### src/core/dmps_pkg.sv
// Purpose: Shared constants for the synthesizer control block
// Assumes: Register words are 24 bits wide, indexed 1 to 5
// Notes: Field positions follow the control word layout
package dmps_pkg;
    localparam int DMPS_ADDR_W = 3;
    localparam int DMPS_DATA_W = 24;
    // Register indexes
    localparam logic [2:0] DMPS_REG_TX = 3'h1;
    localparam logic [2:0] DMPS_REG_RX = 3'h2;
    localparam logic [2:0] DMPS_REG_LO2 = 3'h3;
    localparam logic [2:0] DMPS_REG_REF = 3'h4;
    localparam logic [2:0] DMPS_REG_STAT = 3'h5;
    // Field positions in registers 1 and 2
    localparam int DMPS_SWAL_LSB = 0;
    localparam int DMPS_SWAL_W = 7;
    localparam int DMPS_MAIN_LSB = 7;
    localparam int DMPS_MAIN_W = 13;
    localparam int DMPS_GAIN_BIT = 20;
    localparam int DMPS_POL_BIT = 21;
    // Fields of register 3
    localparam int DMPS_LO2_LSB = 0;
    localparam int DMPS_LO2_W = 14;
    localparam int DMPS_LO2_GAIN_BIT = 14;
    localparam int DMPS_LO2_POL_BIT = 15;
    localparam int DMPS_MODV_BIT = 16;
    // Fields of register 4
    localparam int DMPS_REF_LSB = 0;
    localparam int DMPS_REF_W = 12;
    localparam int DMPS_CAP_LSB = 18;
    localparam int DMPS_CAP_W = 3;
    // Reset values
    localparam logic [23:0] DMPS_RST_WORD = 24'h000000;
    // Pump gain codes: low or four times higher
    localparam logic [2:0] DMPS_GAIN_LOW = 3'h1;
    localparam logic [2:0] DMPS_GAIN_HIGH = 3'h4;
endpackage : dmps_pkg

### src/core/dmps_sync.sv
// Purpose: Two flip-flop synchroniser for pin inputs
// Assumes: Input is a slow level relative to i_clk
// Notes: First stage feeds only the second
`timescale 1ns/10ps
module dmps_sync (
    input wire logic i_clk,
    input wire logic i_reset,
    input wire logic i_async,
    output logic o_sync
);
    logic meta_reg;
    logic sync_reg;

    // Only sync_reg leaves this module
    always_ff @(posedge i_clk) begin
        if (i_reset) begin
            meta_reg <= 1'b0;
            sync_reg <= 1'b0;
        end else begin
            meta_reg <= i_async;
            sync_reg <= meta_reg;
        end
    end

    assign o_sync = sync_reg;
endmodule : dmps_sync

### src/core/dmps_pfd.sv
// Purpose: Phase frequency detector driving a three-state charge pump
// Assumes: Reference and feedback are one-cycle pulses on i_clk
// Notes: Polarity swaps up and down for inverting filter/VCO pairs
`timescale 1ns/10ps
module dmps_pfd
    import dmps_pkg::*;
(
    input wire logic i_clk,
    input wire logic i_reset,
    input wire logic i_ref_pulse,
    input wire logic i_fb_pulse,
    input wire logic i_invert,
    input wire logic i_gain_high,
    output logic o_pump_up,
    output logic o_pump_down,
    output logic o_pump_up_oe_n,
    output logic o_pump_down_oe_n,
    output logic [2:0] o_pump_gain
);
    logic up_reg;
    logic dn_reg;
    logic up_next;
    logic dn_next;
    logic up_drv_reg;
    logic dn_drv_reg;
    logic [2:0] gain_reg;

    // An opposing pulse clears both, so up and down are never set together; clearing both returns to high-Z
    assign up_next = (up_reg | i_ref_pulse) & ~(dn_reg | i_fb_pulse);
    assign dn_next = (dn_reg | i_fb_pulse) & ~(up_reg | i_ref_pulse);

    // Pump state and polarity swap
    always_ff @(posedge i_clk) begin
        if (i_reset) begin
            up_reg <= 1'b0;
            dn_reg <= 1'b0;
            up_drv_reg <= 1'b0;
            dn_drv_reg <= 1'b0;
            gain_reg <= DMPS_GAIN_LOW;
        end else begin
            up_reg <= up_next;
            dn_reg <= dn_next;
            up_drv_reg <= i_invert ? dn_next : up_next;
            dn_drv_reg <= i_invert ? up_next : dn_next;
            gain_reg <= i_gain_high ? DMPS_GAIN_HIGH : DMPS_GAIN_LOW;
        end
    end

    // Output drives only while pumping, else high impedance
    assign o_pump_up = up_drv_reg;
    assign o_pump_down = dn_drv_reg;
    assign o_pump_up_oe_n = ~up_drv_reg;
    assign o_pump_down_oe_n = ~dn_drv_reg;
    assign o_pump_gain = gain_reg;
endmodule : dmps_pfd

### src/core/dmps_synth.sv
// Purpose: Control and dividers of three frequency synthesizers
// Assumes: Prescaler outputs and reference are slow against i_clk
// Notes: Dividers count synchronised edges of the pin inputs
`timescale 1ns/10ps
module dmps_synth
    import dmps_pkg::*;
(
    input wire logic i_clk,
    input wire logic i_reset,
    input wire logic [dmps_pkg::DMPS_ADDR_W-1:0] i_addr,
    input wire logic [dmps_pkg::DMPS_DATA_W-1:0] i_wdata,
    input wire logic i_wr,
    input wire logic i_rd,
    output logic [dmps_pkg::DMPS_DATA_W-1:0] o_rdata,
    input wire logic i_ref_osc,
    input wire logic [1:0] i_presc,
    input wire logic i_lo2_vco,
    output logic [1:0] o_modulus,
    output logic o_modulus_voltage,
    output logic [1:0] o_pump_up,
    output logic [1:0] o_pump_down,
    output logic [1:0] o_pump_up_oe_n,
    output logic [1:0] o_pump_down_oe_n,
    output logic [5:0] o_pump_gain,
    output logic o_lo2_pump_up,
    output logic o_lo2_pump_down,
    output logic o_lo2_pump_up_oe_n,
    output logic o_lo2_pump_down_oe_n,
    output logic [2:0] o_lo2_pump_gain,
    output logic [2:0] o_tank_cap_sel
);
    import dmps_pkg::*;

    logic [23:0] reg_tx_reg;
    logic [23:0] reg_rx_reg;
    logic [23:0] reg_lo2_reg;
    logic [23:0] reg_ref_reg;
    logic [23:0] rdata_reg;
    logic [23:0] rdata_next;
    logic [23:0] loop_word [2];
    logic ref_sync;
    logic ref_d_reg;
    logic ref_edge;
    logic [DMPS_REF_W-1:0] ref_cnt_reg;
    logic ref_pulse_reg;
    logic [1:0] presc_sync;
    logic [1:0] fb_pulse;
    logic [1:0] lock_seen_reg;
    logic [1:0] fb_end;
    logic [DMPS_REF_W-1:0] ref_load;
    logic ref_done;
    logic [DMPS_LO2_W-1:0] lo2_load;
    logic lo2_done;
    logic lo2_invert;
    logic lo2_gain_high;
    logic modv_bit;
    logic [DMPS_CAP_W-1:0] cap_code;
    logic [2:0] stat_word;
    logic lo2_sync;
    logic lo2_d_reg;
    logic lo2_edge;
    logic [DMPS_LO2_W-1:0] lo2_cnt_reg;
    logic lo2_fb_reg;
    logic sel_tx;
    logic sel_rx;
    logic sel_lo2;
    logic sel_ref;
    logic sel_stat;

    // Address decode for the plain register port
    assign sel_tx = (i_addr == DMPS_REG_TX);
    assign sel_rx = (i_addr == DMPS_REG_RX);
    assign sel_lo2 = (i_addr == DMPS_REG_LO2);
    assign sel_ref = (i_addr == DMPS_REG_REF);
    assign sel_stat = (i_addr == DMPS_REG_STAT);

    // Field taps; every field is read through one named wire
    assign ref_load = reg_ref_reg[DMPS_REF_LSB +: DMPS_REF_W];
    assign lo2_load = reg_lo2_reg[DMPS_LO2_LSB +: DMPS_LO2_W];
    assign lo2_invert = reg_lo2_reg[DMPS_LO2_POL_BIT];
    assign lo2_gain_high = reg_lo2_reg[DMPS_LO2_GAIN_BIT];
    assign modv_bit = reg_lo2_reg[DMPS_MODV_BIT];
    assign cap_code = reg_ref_reg[DMPS_CAP_LSB +: DMPS_CAP_W];

    // Status bits: feedback seen per loop, second loop pulse
    assign stat_word = {lo2_fb_reg, lock_seen_reg};

    // Terminal counts; loads of 0 or 1 divide by one
    assign ref_done = (ref_cnt_reg <= 12'h001);
    assign lo2_done = (lo2_cnt_reg <= 14'h0001);

    // Configuration registers, written in one cycle
    always_ff @(posedge i_clk) begin
        if (i_reset) begin
            reg_tx_reg <= DMPS_RST_WORD;
            reg_rx_reg <= DMPS_RST_WORD;
            reg_lo2_reg <= DMPS_RST_WORD;
            reg_ref_reg <= DMPS_RST_WORD;
        end else if (i_wr) begin
            if (sel_tx) reg_tx_reg <= i_wdata;
            if (sel_rx) reg_rx_reg <= i_wdata;
            if (sel_lo2) reg_lo2_reg <= i_wdata;
            if (sel_ref) reg_ref_reg <= i_wdata;
        end
    end

    // Read mux; unmapped addresses read zero
    assign rdata_next = sel_tx ? reg_tx_reg :
                        sel_rx ? reg_rx_reg :
                        sel_lo2 ? reg_lo2_reg :
                        sel_ref ? reg_ref_reg :
                        sel_stat ? {21'h000000, stat_word} :
                        24'h000000;

    // Read data stands only in the cycle after the strobe
    always_ff @(posedge i_clk) begin
        if (i_reset) begin
            rdata_reg <= 24'h000000;
        end else begin
            rdata_reg <= i_rd ? rdata_next : 24'h000000;
        end
    end

    assign o_rdata = rdata_reg;

    // Reference oscillator enters through a synchroniser
    dmps_sync u_ref_sync (
        .i_clk(i_clk),
        .i_reset(i_reset),
        .i_async(i_ref_osc),
        .o_sync(ref_sync)
    );

    assign ref_edge = ref_sync & ~ref_d_reg;

    // Edge detector state; resets to the pin's idle low level
    always_ff @(posedge i_clk) begin
        if (i_reset) begin
            ref_d_reg <= 1'b0;
        end else begin
            ref_d_reg <= ref_sync;
        end
    end

    // Shared reference divider; count zero behaves as divide by one
    always_ff @(posedge i_clk) begin
        if (i_reset) begin
            ref_cnt_reg <= 12'h000;
            ref_pulse_reg <= 1'b0;
        end else begin
            ref_pulse_reg <= 1'b0;
            if (ref_edge) begin
                if (ref_done) begin
                    ref_cnt_reg <= ref_load;
                    ref_pulse_reg <= 1'b1;
                end else begin
                    ref_cnt_reg <= ref_cnt_reg - 12'h001;
                end
            end
        end
    end

    // Per-loop word view so the generate body stays uniform
    assign loop_word[0] = reg_tx_reg;
    assign loop_word[1] = reg_rx_reg;

    // Each loop counts prescaler edges three clocks after the pin moves.
    // The modulus level therefore changes a few clocks after the edge
    // that ends the swallow phase; the prescaler takes its ratio at the
    // start of its next output period, which the slow pin allows.
    // Hazard: a swallow value at or above the main value keeps the
    // larger ratio for the whole cycle, so software keeps it below.
    // Two identical, independent dual-modulus loops
    for (genvar g = 0; g < 2; g++) begin : g_loop
        logic [DMPS_MAIN_W-1:0] main_cnt_reg;
        logic [DMPS_SWAL_W-1:0] swal_cnt_reg;
        logic mod_high_reg;
        logic main_done;
        logic swal_last;
        logic presc_d_reg;
        logic lock_reg;
        logic loop_invert;
        logic loop_gain_high;
        logic [DMPS_MAIN_W-1:0] main_load;
        logic [DMPS_SWAL_W-1:0] swal_load;

        // Field taps of this loop's word
        assign main_load = loop_word[g][DMPS_MAIN_LSB +: DMPS_MAIN_W];
        assign swal_load = loop_word[g][DMPS_SWAL_LSB +: DMPS_SWAL_W];
        assign loop_invert = loop_word[g][DMPS_POL_BIT];
        assign loop_gain_high = loop_word[g][DMPS_GAIN_BIT];

        dmps_sync u_presc_sync (
            .i_clk(i_clk),
            .i_reset(i_reset),
            .i_async(i_presc[g]),
            .o_sync(presc_sync[g])
        );

        // Edge detector state of the prescaler pin
        always_ff @(posedge i_clk) begin
            if (i_reset) begin
                presc_d_reg <= 1'b0;
            end else begin
                presc_d_reg <= presc_sync[g];
            end
        end

        assign fb_pulse[g] = presc_sync[g] & ~presc_d_reg;
        assign main_done = (main_cnt_reg <= 13'h0001);
        assign swal_last = (swal_cnt_reg <= 7'h01);
        // One pulse per full main cycle goes to the phase detector
        assign fb_end[g] = fb_pulse[g] & main_done;

        // Main divider with swallow counter
        always_ff @(posedge i_clk) begin
            if (i_reset) begin
                main_cnt_reg <= 13'h0000;
                swal_cnt_reg <= 7'h00;
                mod_high_reg <= 1'b0;
            end else begin
                if (fb_pulse[g]) begin
                    if (main_done) begin
                        // Reload both counters each cycle
                        main_cnt_reg <= main_load;
                        swal_cnt_reg <= swal_load;
                        mod_high_reg <= (swal_load != 7'h00);
                    end else begin
                        main_cnt_reg <= main_cnt_reg - 13'h0001;
                        if (swal_last) begin
                            swal_cnt_reg <= 7'h00;
                            mod_high_reg <= 1'b0;
                        end else begin
                            swal_cnt_reg <= swal_cnt_reg - 7'h01;
                        end
                    end
                end
            end
        end

        assign o_modulus[g] = mod_high_reg;

        // Lock indicator: set by the first end-of-cycle feedback pulse, held until reset
        always_ff @(posedge i_clk) begin
            if (i_reset) begin
                lock_reg <= 1'b0;
            end else if (fb_end[g]) begin
                lock_reg <= 1'b1;
            end
        end

        assign lock_seen_reg[g] = lock_reg;

        dmps_pfd u_pfd (
            .i_clk(i_clk),
            .i_reset(i_reset),
            .i_ref_pulse(ref_pulse_reg),
            .i_fb_pulse(fb_end[g]),
            .i_invert(loop_invert),
            .i_gain_high(loop_gain_high),
            .o_pump_up(o_pump_up[g]),
            .o_pump_down(o_pump_down[g]),
            .o_pump_up_oe_n(o_pump_up_oe_n[g]),
            .o_pump_down_oe_n(o_pump_down_oe_n[g]),
            .o_pump_gain(o_pump_gain[g*3 +: 3])
        );
    end

    // Common drive mode of both modulus outputs
    assign o_modulus_voltage = modv_bit;

    // Second local oscillator feedback
    dmps_sync u_lo2_sync (
        .i_clk(i_clk),
        .i_reset(i_reset),
        .i_async(i_lo2_vco),
        .o_sync(lo2_sync)
    );

    assign lo2_edge = lo2_sync & ~lo2_d_reg;

    // Edge detector state of the second oscillator pin
    always_ff @(posedge i_clk) begin
        if (i_reset) begin
            lo2_d_reg <= 1'b0;
        end else begin
            lo2_d_reg <= lo2_sync;
        end
    end

    // 14-bit divider of the second loop
    always_ff @(posedge i_clk) begin
        if (i_reset) begin
            lo2_cnt_reg <= 14'h0000;
            lo2_fb_reg <= 1'b0;
        end else begin
            lo2_fb_reg <= 1'b0;
            if (lo2_edge) begin
                if (lo2_done) begin
                    lo2_cnt_reg <= lo2_load;
                    lo2_fb_reg <= 1'b1;
                end else begin
                    lo2_cnt_reg <= lo2_cnt_reg - 14'h0001;
                end
            end
        end
    end

    // Polarity left to software; oscillator is non-inverting,
    // so a set bit here drives the loop away from lock
    dmps_pfd u_lo2_pfd (
        .i_clk(i_clk),
        .i_reset(i_reset),
        .i_ref_pulse(ref_pulse_reg),
        .i_fb_pulse(lo2_fb_reg),
        .i_invert(lo2_invert),
        .i_gain_high(lo2_gain_high),
        .o_pump_up(o_lo2_pump_up),
        .o_pump_down(o_lo2_pump_down),
        .o_pump_up_oe_n(o_lo2_pump_up_oe_n),
        .o_pump_down_oe_n(o_lo2_pump_down_oe_n),
        .o_pump_gain(o_lo2_pump_gain)
    );

    // Tank capacitor code, about 1.1 pF per step
    // Code 0 leaves the tank capacitor out
    assign o_tank_cap_sel = cap_code;
endmodule : dmps_synth

### config.mk
export PLATFORM = sky130hd
export DESIGN_NAME = dmps_synth
export DESIGN_NICKNAME = d
export VERILOG_FILES = /design/src/core/dmps_pkg.sv /design/src/core/dmps_sync.sv /design/src/core/dmps_pfd.sv /design/src/core/dmps_synth.sv
export SDC_FILE = /design/constraint.sdc
export NUM_CORES = 1
export LEC_CHECK = 0
export ABC_CLOCK_PERIOD_IN_PS = 3700
export BUFFER_PORTS_ARGS = -buffer_cell sky130_fd_sc_hd__buf_4
export CAP_MARGIN = 15
export CORE_AREA = 3 3 188 190
export CTS_CLUSTER_SIZE = 24
export DETAILED_ROUTE_END_ITERATION = 12
export DIE_AREA = 0 0 191 193
export GPL_TIMING_DRIVEN = 0
export PLACE_DENSITY = 0.52
export SLEW_MARGIN = 20
export SYNTH_ARGS = -nofsm -noshare
export SYNTH_HDL_FRONTEND = slang
export SYNTH_HIERARCHICAL = 1
export SYNTH_SLANG_ARGS = --single-unit
### constraint.sdc
create_clock -name i_clk -period 3.7 [get_ports i_clk]
set_input_delay 0.555 -clock i_clk [delete_from_list [all_inputs] [get_ports i_clk]]
set_output_delay 0.555 -clock i_clk [all_outputs]
set_load 0.05 [all_outputs]
# Yosys cells after proc, flatten, opt, wreduce, memory -nomap -nowiden
# Cells that the tools add are included.
classes:
  n_addsub: 6
  n_lt_le_gt_ge: 6
  eq_ne: 5
  muxes: 28
  n_bitwise: 37
  n_reduce_logical: 13
op_table:
  columns: ["cell", "n"]
  rows:
  - ["$mux 24", 4]
  - ["$mux 7", 4]
  - ["$le 13x1->1 const B", 2]
  - ["$mux 13", 2]
  - ["$sub 13x1->13 const B", 2]
  - ["$not 1->1", 19]
  - ["$le 14x1->1 const B", 1]
  - ["$le 7x1->1 const B", 2]
  - ["$mux 14", 1]
  - ["$reduce_bool 7->1", 2]
  - ["$sub 14x1->14 const B", 1]
  - ["$sub 7x1->7 const B", 2]
  - ["$and 1x1->1", 12]
  - ["$le 12x1->1 const B", 1]
  - ["$mux 1", 12]
  - ["$mux 12", 1]
  - ["$mux 3", 4]
  - ["$reduce_and 2->1", 6]
  - ["$sub 12x1->12 const B", 1]
  - ["$eq 3x2->1 const B", 2]
  - ["$eq 3x3->1 const B", 2]
  - ["$or 1x1->1", 6]
  - ["$reduce_or 2->1", 3]
  - ["$reduce_bool 2->1", 2]
  - ["$eq 3x1->1 const B", 1]
word_totals:
  reg_bits: 225
  elab_cells: 139

# Longest topological paths before layout
# Gate-level depths: netlist (run 1).
depth:
  ltp_word: 7
  depth_mapped: 10
  depth_no_buf: 9

# By module
# Netlist (run 1), hierarchy kept.
modules_own_cells:
  columns: ["mod", "n_inst", "cells_per_inst", "area_each_um2"]
  rows:
  - ["dmps_synth", 1, 1143, 9211.3]
  - ["dmps_pfd", 3, 24, 217.7]
  - ["dmps_sync", 4, 4, 52.6]

# Worst setup path before layout (run 1)
# No wires, ideal clock.
synth_path:
  path_type: "register to register"
  startpoint: "reg g_loop[0].main_cnt_reg[3]"
  endpoint: "reg g_loop[0].u_pfd.dn_drv_reg"
  setup_ns: 0.066
  t_arrival_ns: 2.070
  path_slack_ns: 1.564
  path_stages_with_launch: 9
  synth_period_minus_slack_ns: 2.136
  cell_sequence: "dfxtp_1 nor4_1 and4_1 clkbuf_1 nand2_1 inv_1 nor2_1 or3_1 a21oi_2"
synth_between:
  elab_chain_len: 6
synth_rtl:
  columns: ["element", "line", "source"]
  rows:
  - ["start: declaration", "dmps_synth.sv:175", "logic [DMPS_MAIN_W-1:0] main_cnt_reg;"]
  - ["start signal: assignment", "dmps_synth.sv:225", "main_cnt_reg <= main_load;"]
  - ["start signal: assignment", "dmps_synth.sv:229", "main_cnt_reg <= main_cnt_reg - 13'h0001;"]
  - ["$le 13x1->1 *", "dmps_synth.sv:210", "assign main_done = (main_cnt_reg <= 13'h0001);"]
  - ["$and 1x1->1 *", "dmps_synth.sv:213", "assign fb_end[g] = fb_pulse[g] & main_done;"]
  - ["named net fb_end[0]", "dmps_synth.sv:49", "logic [1:0] fb_end;"]
  - ["$or 1x1->1 *", "dmps_pfd.sv:29, dmps_pfd.sv:30", null]
  - ["$not 1->1", "dmps_pfd.sv:29", "assign up_next = (up_reg | i_ref_pulse) & ~(dn_reg | i_fb_pulse);"]
  - ["$and 1x1->1", "dmps_pfd.sv:29", null]
  - ["$mux 1 *", "dmps_pfd.sv:44", "dn_drv_reg <= i_invert ? up_next : dn_next;"]
  - ["end signal: assignment", "dmps_pfd.sv:44", null]
  - ["end: declaration", "dmps_pfd.sv:25", "logic dn_drv_reg;"]
# Mark *: on every way through the listed nets, which the timed path passes. The rest lies on a longest branch.
# A chain may end at the register's enable or synchronous reset.

# Final worst setup path (run 1)
# Ends and elaborated chain as after synthesis.

==> results.py, run 1 <==
metrics = {
    "layout": {
        "syn2layout_area_growth_pct": 20.6,
        "largest_register_ffs": 26,
        "drive_above_1_share": 0.120,
        "nets": 1389,
        "n_antenna_cell": 0,
    },
    "run_status": {
        "outcome": "finished clean",
    },
    "yosys": {
        "synth_top_flop_cell": "dfxtp_1",
        "synth_area_mm2": 0.0101,
        "yosysSeqAreaShare": 0.441,
        "synth_area_per_cell_um2": 8.18,
        "syn_nets": 1278,
        "synth_edf_count": 0,
        "synth_common_cells": "nand2_1, dfxtp_1, a21oi_1, clkbuf_1, inv_1",
        "ys_seq_elements": 222,
        "ys.warnings.count": 6,
        "synth_cell_types": 69,
        "synth_cells": 1231,
        "synthArstFlopShare": 0,
        "synth_area_leader_cell": "dfxtp_1",
        "post-synth-top-area-fraction": 0.441,
        "synthTopCellsByArea": "dfxtp_1, nand2_1, a21oi_1, clkbuf_1, o311a_1",
        "synth.most_common_cell": "nand2_1",
    },
    "setup_path": {
        "r2r_start": "g_loop[0].main_cnt_reg[3]",
        "worst_path_max_delay_cell": "nor4_1",
        "worstSetupStartpointType": "flop",
        "cp_top_family": "simple AND/OR/NAND/NOR gates",
        "cp-startpoint": "g_loop[0].main_cnt_reg[3]",
        "cp_cell_sequence": "nor4_1 -> and4_1 -> clkbuf_1 -> nand2_1 -> inv_1 -> nor2_1 -> or3_1 -> a21oi_2",
        "crit_path_max_incr_delay_ns": 0.68,
        "r2r_cells": 8,
        "critPathBufInv": 2,
        "crit_path_max_fanout": 9,
        "cp.arrival_ns": 3.42,
        "cp-endpoint": "g_loop[0].u_pfd/o_pump_down",
        "cp.required_ns": 4.15,
        "worst_r2r_endpoint": "g_loop[0].u_pfd/o_pump_down",
        "r2r_setup_slack_ns": 0.73,
        "end_kind": "flop",
        "path_class": "flop to flop",
        "cp.depth": 8,
    },
    "floorplanning": {
        "io_pins": 86,
        "start_util": 0.300,
        "die_h_um": 193,
        "core-area_mm2": 0.0336,
        "die_area_mm2": 0.0369,
        "floorplan.rows": 67,
        "die_x_um": 191,
    },
    "power_and_ir_drop": {
        "total_power_mw": 6.87,
        "p_leak_nw": 4.32,
        "ir_worst_vdd_v": 0.000302,
        "p_per_area_mw_per_mm2": 565,
    },
    "hold_path": {
        "hold_path.class": "input pin to flop",
    },
    "routing": {
        "antenna_left": 0,
        "drt-vias-per-instance": 5.33,
        "vias": 9635,
        "drt_iter0_drc": 946,
        "wl_per_cell_um": 20.0,
        "drt_pre_antenna_iters": 5,
        "totalWireLength_mm": 36.1,
        "drc": 0,
    },
    "timing": {
        "fin_skew_ns": 0.0182,
        "rsz0062_at_grt": "no",
        "setup_viol": 0,
        "worst_pin_slew_ns": 0.957,
        "fmax_mhz": 337,
        "slew_headroom": 0.356,
        "post-route-period-util": 0.803,
        "final_max_slew_viol_count": 0,
        "fin_tns_setup_ns": 0,
        "hold_viol": 0,
        "period_minus_slack_ns": 2.97,
    },
    "global_routing": {
        "grt.total_usage": 0.191,
        "grt_max_degree": 28,
        "antenna_found_initial": 0,
        "grt_pass1_wl_mm": 54.5,
        "gr-total-overflow": 0,
        "grt_pass1_vias": 9081,
    },
    "clock_network": {
        "cts_post_setup_buffers_inserted": 0,
        "cts.sinks": 222,
        "cts_buffer_depth": 3,
        "holdBufCountCts": 0,
        "cts_tree": "yes",
        "h-tree-depth": 1,
        "numCtsBuffers": 27,
        "insertion_delay_ns": 0.53,
        "clockRootBuffer": "clkbuf_16",
        "path_clk_slew_ns": 0.06,
        "post_cts_resized": 0,
    },
    "placed_design": {
        "gp_congestion": 0.920,
        "dpl.hpwl_mm": 26.6,
        "portBuffers": 82,
    },
    "flow_run": {
        "drv_cap": 0,
    },
}
-- cells by family after synthesis --
family                     count (synthesis)  share of synthesized area
muxes                                     16                     0.0164
and+or+nand+nor                          466                      0.223
xor gates and xnor gates                  20                     0.0174
AOI/OAI and AO/OA                        353                      0.228
DFF                                      222                      0.441
adders and majority gates                 12                     0.0149
buffers and inverters                    139                     0.0580
other                                      3                    0.00112
-- cell type report --
class,count,area [um2]
Fill cell,3498,21500
Clock inverter,11,159
Inverter,45,169
Sequential cell,222,4440
Clock buffer,37,743
Tap cell,448,561
Buffer,94,415
Timing Repair Buffer,82,616
Multi-Input combinational cell,870,5050
-- worst min-delay path by stage --
stage	startpoint	end	slack, ns	cells after the start
2_1_floorplan	reg_rx_reg[20]	g_loop[1].u_pfd/o_pump_gain[0]	0.40	1
3_3_place_gp	g_loop[0].u_presc_sync/meta_reg	g_loop[0].u_presc_sync/o_sync	0.43	1
3_5_place_dp	u_lo2_sync/meta_reg	u_lo2_sync/o_sync	0.43	1
4_1_cts	i_presc[0]	g_loop[0].u_presc_sync/meta_reg	0.21	2
5_1_grt	i_presc[0]	g_loop[0].u_presc_sync/meta_reg	0.22	2
6_report	i_presc[0]	g_loop[0].u_presc_sync/meta_reg	0.23	2
-- per-stage QoR --
stage / cells / util / setup WS [ns] / hold WS [ns] / cell area, um2
detailed placement: 1761 / 0.335 / 0.704 / 0.427 / 11300
CTS: 1809 / 0.362 / 0.772 / 0.210 / 12200
finish: 1809 / 0.362 / 0.729 / 0.230 / 12200
global route: 1809 / 0.362 / 0.588 / 0.219 / 12200
global placement: 1761 / 0.335 / 0.705 / 0.433 / 11300
floorplan: 1231 / - / 1.56 / 0.404 / 10100
-- routing by layer --
layer	part of all wire	track usage
met1	0.47	0.268
met2	0.44	0.303
met3	0.059	0.0268
met4	0.031	0.0615
met5	0	0
-- cell usage in the layout (no fill, tap or decap), types with 22 or more instances in the layout --
cell type	n
nand2_1	233
dfxtp_1	222
a21oi_1	145
buf_4	91
clkbuf_1	80
inv_1	44
o22ai_1	35
nor2_1	33
nand3_1	30
nor4_1	29
nor3_1	27
clkbuf_16	27
a22oi_1	24
nor2b_1	22
o311a_1	22
-- report_power, final --
part / total (mW) / internal, mW / switching, mW
clock: 2.72 / 1.68 / 1.04
sequential: 2.64 / 2.51 / 0.127
combinational: 1.51 / 0.526 / 0.985
Power figures use the tool's default switching activity.
==> inputs of run 2 (changes only) <==
--- a/config.mk
+++ b/config.mk
@@ -5,7 +5,7 @@
 export SDC_FILE = /design/constraint.sdc
 export NUM_CORES = 1
 export LEC_CHECK = 0
-export ABC_CLOCK_PERIOD_IN_PS = 3700
+export ABC_CLOCK_PERIOD_IN_PS = 2700
 export BUFFER_PORTS_ARGS = -buffer_cell sky130_fd_sc_hd__buf_4
 export CAP_MARGIN = 15
 export CORE_AREA = 3 3 188 190
@@ -13,7 +13,7 @@
 export DETAILED_ROUTE_END_ITERATION = 12
 export DIE_AREA = 0 0 191 193
 export GPL_TIMING_DRIVEN = 0
-export PLACE_DENSITY = 0.52
+export PLACE_DENSITY = 0.54
 export SLEW_MARGIN = 20
 export SYNTH_ARGS = -nofsm -noshare
 export SYNTH_HDL_FRONTEND = slang
==> constraint.sdc (replaced) <==
create_clock -name i_clk -period 2.7 [get_ports i_clk]
set_input_delay 0.405 -clock i_clk [delete_from_list [all_inputs] [get_ports i_clk]]
set_output_delay 0.405 -clock i_clk [all_outputs]
set_load 0.05 [all_outputs]
==> run 2 against run 1 <==
Compared with the run above:
- fmax is 14% higher
- critical path depth stayed put
- non-clock buffer count stayed put
- clock power is 32% higher
- via count is 0.65% higher
- sequential cell count stayed put
- die area stayed put
- power is 35% higher
- combinational power is 37% higher
- hold slack worse by 0.14 ns
==> results.py, run 2 (synthesized netlist as in run 1, its figures left out) <==
metrics = {
    "global_routing": {
        "grt_pass1_wl_mm": 54.5,
        "antenna_found_initial": 0,
        "gr-total-overflow": 0,
        "grt_max_degree": 28,
        "grt.total_usage": 0.189,
        "grt_pass1_vias": 9178,
    },
    "timing": {
        "fmax_mhz": 385,
        "hold_viol": 0,
        "slew_headroom": 0.388,
        "period_minus_slack_ns": 2.60,
        "setup_viol": 0,
        "hold_ws_ns": 0.0914,
        "worst_pin_slew_ns": 0.918,
        "post-route-period-util": 0.962,
        "fin_skew_ns": 0.00694,
        "finalWorstSetupSlack_ns": 0.103,
        "final_max_slew_viol_count": 0,
        "rsz0062_at_grt": "no",
    },
    "floorplanning": {
        "die_x_um": 191,
        "die_area_mm2": 0.0369,
        "io_pins": 86,
        "die_h_um": 193,
        "core-area_mm2": 0.0336,
        "start_util": 0.300,
        "floorplan.rows": 67,
    },
    "layout": {
        "num-fill-cells": 3558,
        "seq_area_mm2": 0.00444,
        "drive_above_1_share": 0.122,
        "multiInputGateArea_mm2": 0.00507,
        "final_common_cell": "nand2_1",
        "largest_register_ffs": 26,
        "nets": 1388,
        "most-common-layout-cells": "nand2_1, dfxtp_1, a21oi_1, buf_4, clkbuf_1",
        "syn2layout_area_growth_pct": 20.5,
        "postLayoutCellArea_mm2": 0.0121,
    },
    "setup_path": {
        "cp_top_family": "simple AND/OR/NAND/NOR gates",
        "r2r_cells": 8,
        "worst_r2r_endpoint": "g_loop[0].u_pfd/o_pump_down",
        "cp.arrival_ns": 3.06,
        "r2r_start": "g_loop[0].main_cnt_reg[8]",
        "critPathBufInv": 2,
        "crit_path_max_fanout": 9,
        "path_class": "flop to flop",
        "worst_path_max_delay_cell": "nor4_1",
        "cp-endpoint": "g_loop[0].u_pfd/o_pump_down",
        "end_kind": "flop",
        "cp-startpoint": "g_loop[0].main_cnt_reg[8]",
        "cp_cell_sequence": "nor4_1 -> and4_1 -> clkbuf_1 -> nand2_2 -> inv_1 -> nor2_1 -> or3_1 -> a21oi_2",
        "cp.depth": 8,
        "cp.required_ns": 3.16,
        "crit_path_max_incr_delay_ns": 0.48,
        "r2r_setup_slack_ns": 0.10,
        "worstSetupStartpointType": "flop",
    },
    "placed_design": {
        "gp_congestion": 0.915,
        "portBuffers": 82,
        "dp_slack_ns": -0.198,
        "dpl.hpwl_mm": 26.3,
        "place_area_mm2": 0.0113,
    },
    "flow_run": {
        "drv_cap": 0,
    },
    "power_and_ir_drop": {
        "ir_worst_vdd_v": 0.000370,
        "p_per_area_mw_per_mm2": 763,
        "total_power_mw": 9.27,
        "p_leak_nw": 4.31,
    },
    "clock_network": {
        "path_clk_slew_ns": 0.06,
        "post_cts_resized": 2,
        "numCtsBuffers": 26,
        "holdBufCountCts": 0,
        "cts_tree": "yes",
        "cts_post_setup_buffers_inserted": 0,
        "h-tree-depth": 1,
        "cts.sinks": 222,
        "clockRootBuffer": "clkbuf_16",
        "insertion_delay_ns": 0.53,
        "cts_buffer_depth": 3,
    },
    "routing": {
        "wl_per_cell_um": 19.7,
        "drt_iter0_drc": 825,
        "drt-vias-per-instance": 5.36,
        "totalWireLength_mm": 35.7,
        "antenna_left": 0,
        "vias": 9698,
        "drt_pre_antenna_iters": 5,
        "drc": 0,
    },
    "run_status": {
        "outcome": "finished clean",
    },
    "hold_path": {
        "hold_path.class": "input pin to flop",
        "hold_depth": 2,
    },
}
==> run 2: cell count changes in the layout (fill, tap and decap cells not counted), sizes merged <==
cell	before	now
inv	45	44
diode	0	1
bufinv	4	3
==> run 2: worst min-delay path by stage <==
stage	slack [ns]	from	endpoint
global route	0.09	i_presc[0]	g_loop[0].u_presc_sync/meta_reg
global placement	0.43	reg_rx_reg[20]	g_loop[1].u_pfd/o_pump_gain[0]
detailed placement	0.43	u_lo2_sync/meta_reg	u_lo2_sync/o_sync
floorplan	0.40	reg_rx_reg[20]	g_loop[1].u_pfd/o_pump_gain[0]
CTS	0.08	i_presc[0]	g_loop[0].u_presc_sync/meta_reg
finish	0.09	i_presc[0]	g_loop[0].u_presc_sync/meta_reg
==> run 2: cell type report <==
| cell class | instances | area share |
|---|---|---|
| multi-input cells | 870 | 0.418 |
| flip-flops and latches | 222 | 0.366 |
| clock buffers | 37 | 0.0612 |
| repair buffers | 82 | 0.0507 |
| well taps | 448 | 0.0462 |
| plain buffers | 94 | 0.0342 |
| inverters | 45 | 0.0139 |
| clock inverters | 9 | 0.00989 |
| diodes | 1 | 0.000206 |
==> run 2: through the flow <==
stage	std cells	util	setup TNS, ns
floorplan	1231	-	0
global placement	1761	0.335	-0.328
detailed placement	1761	0.335	-2.17
CTS	1807	0.361	0
global route	1807	0.361	0
finish	1808	0.361	0
==> run 2: power by group <==
group          internal [mW]  leakage (nW)  switching, mW
registers               3.45          1.80          0.182
clock network           2.19         0.428           1.39
logic                  0.735          2.08           1.33
==> run 2: routing by layer <==
layer  wire length (um)  vias up  global-route usage
li1                   -     4651                   -
met1              16200     4645               0.270
met2              15600      350               0.299
met3               2740       52              0.0277
met4               1020        0              0.0533
met5                  0        -                   0
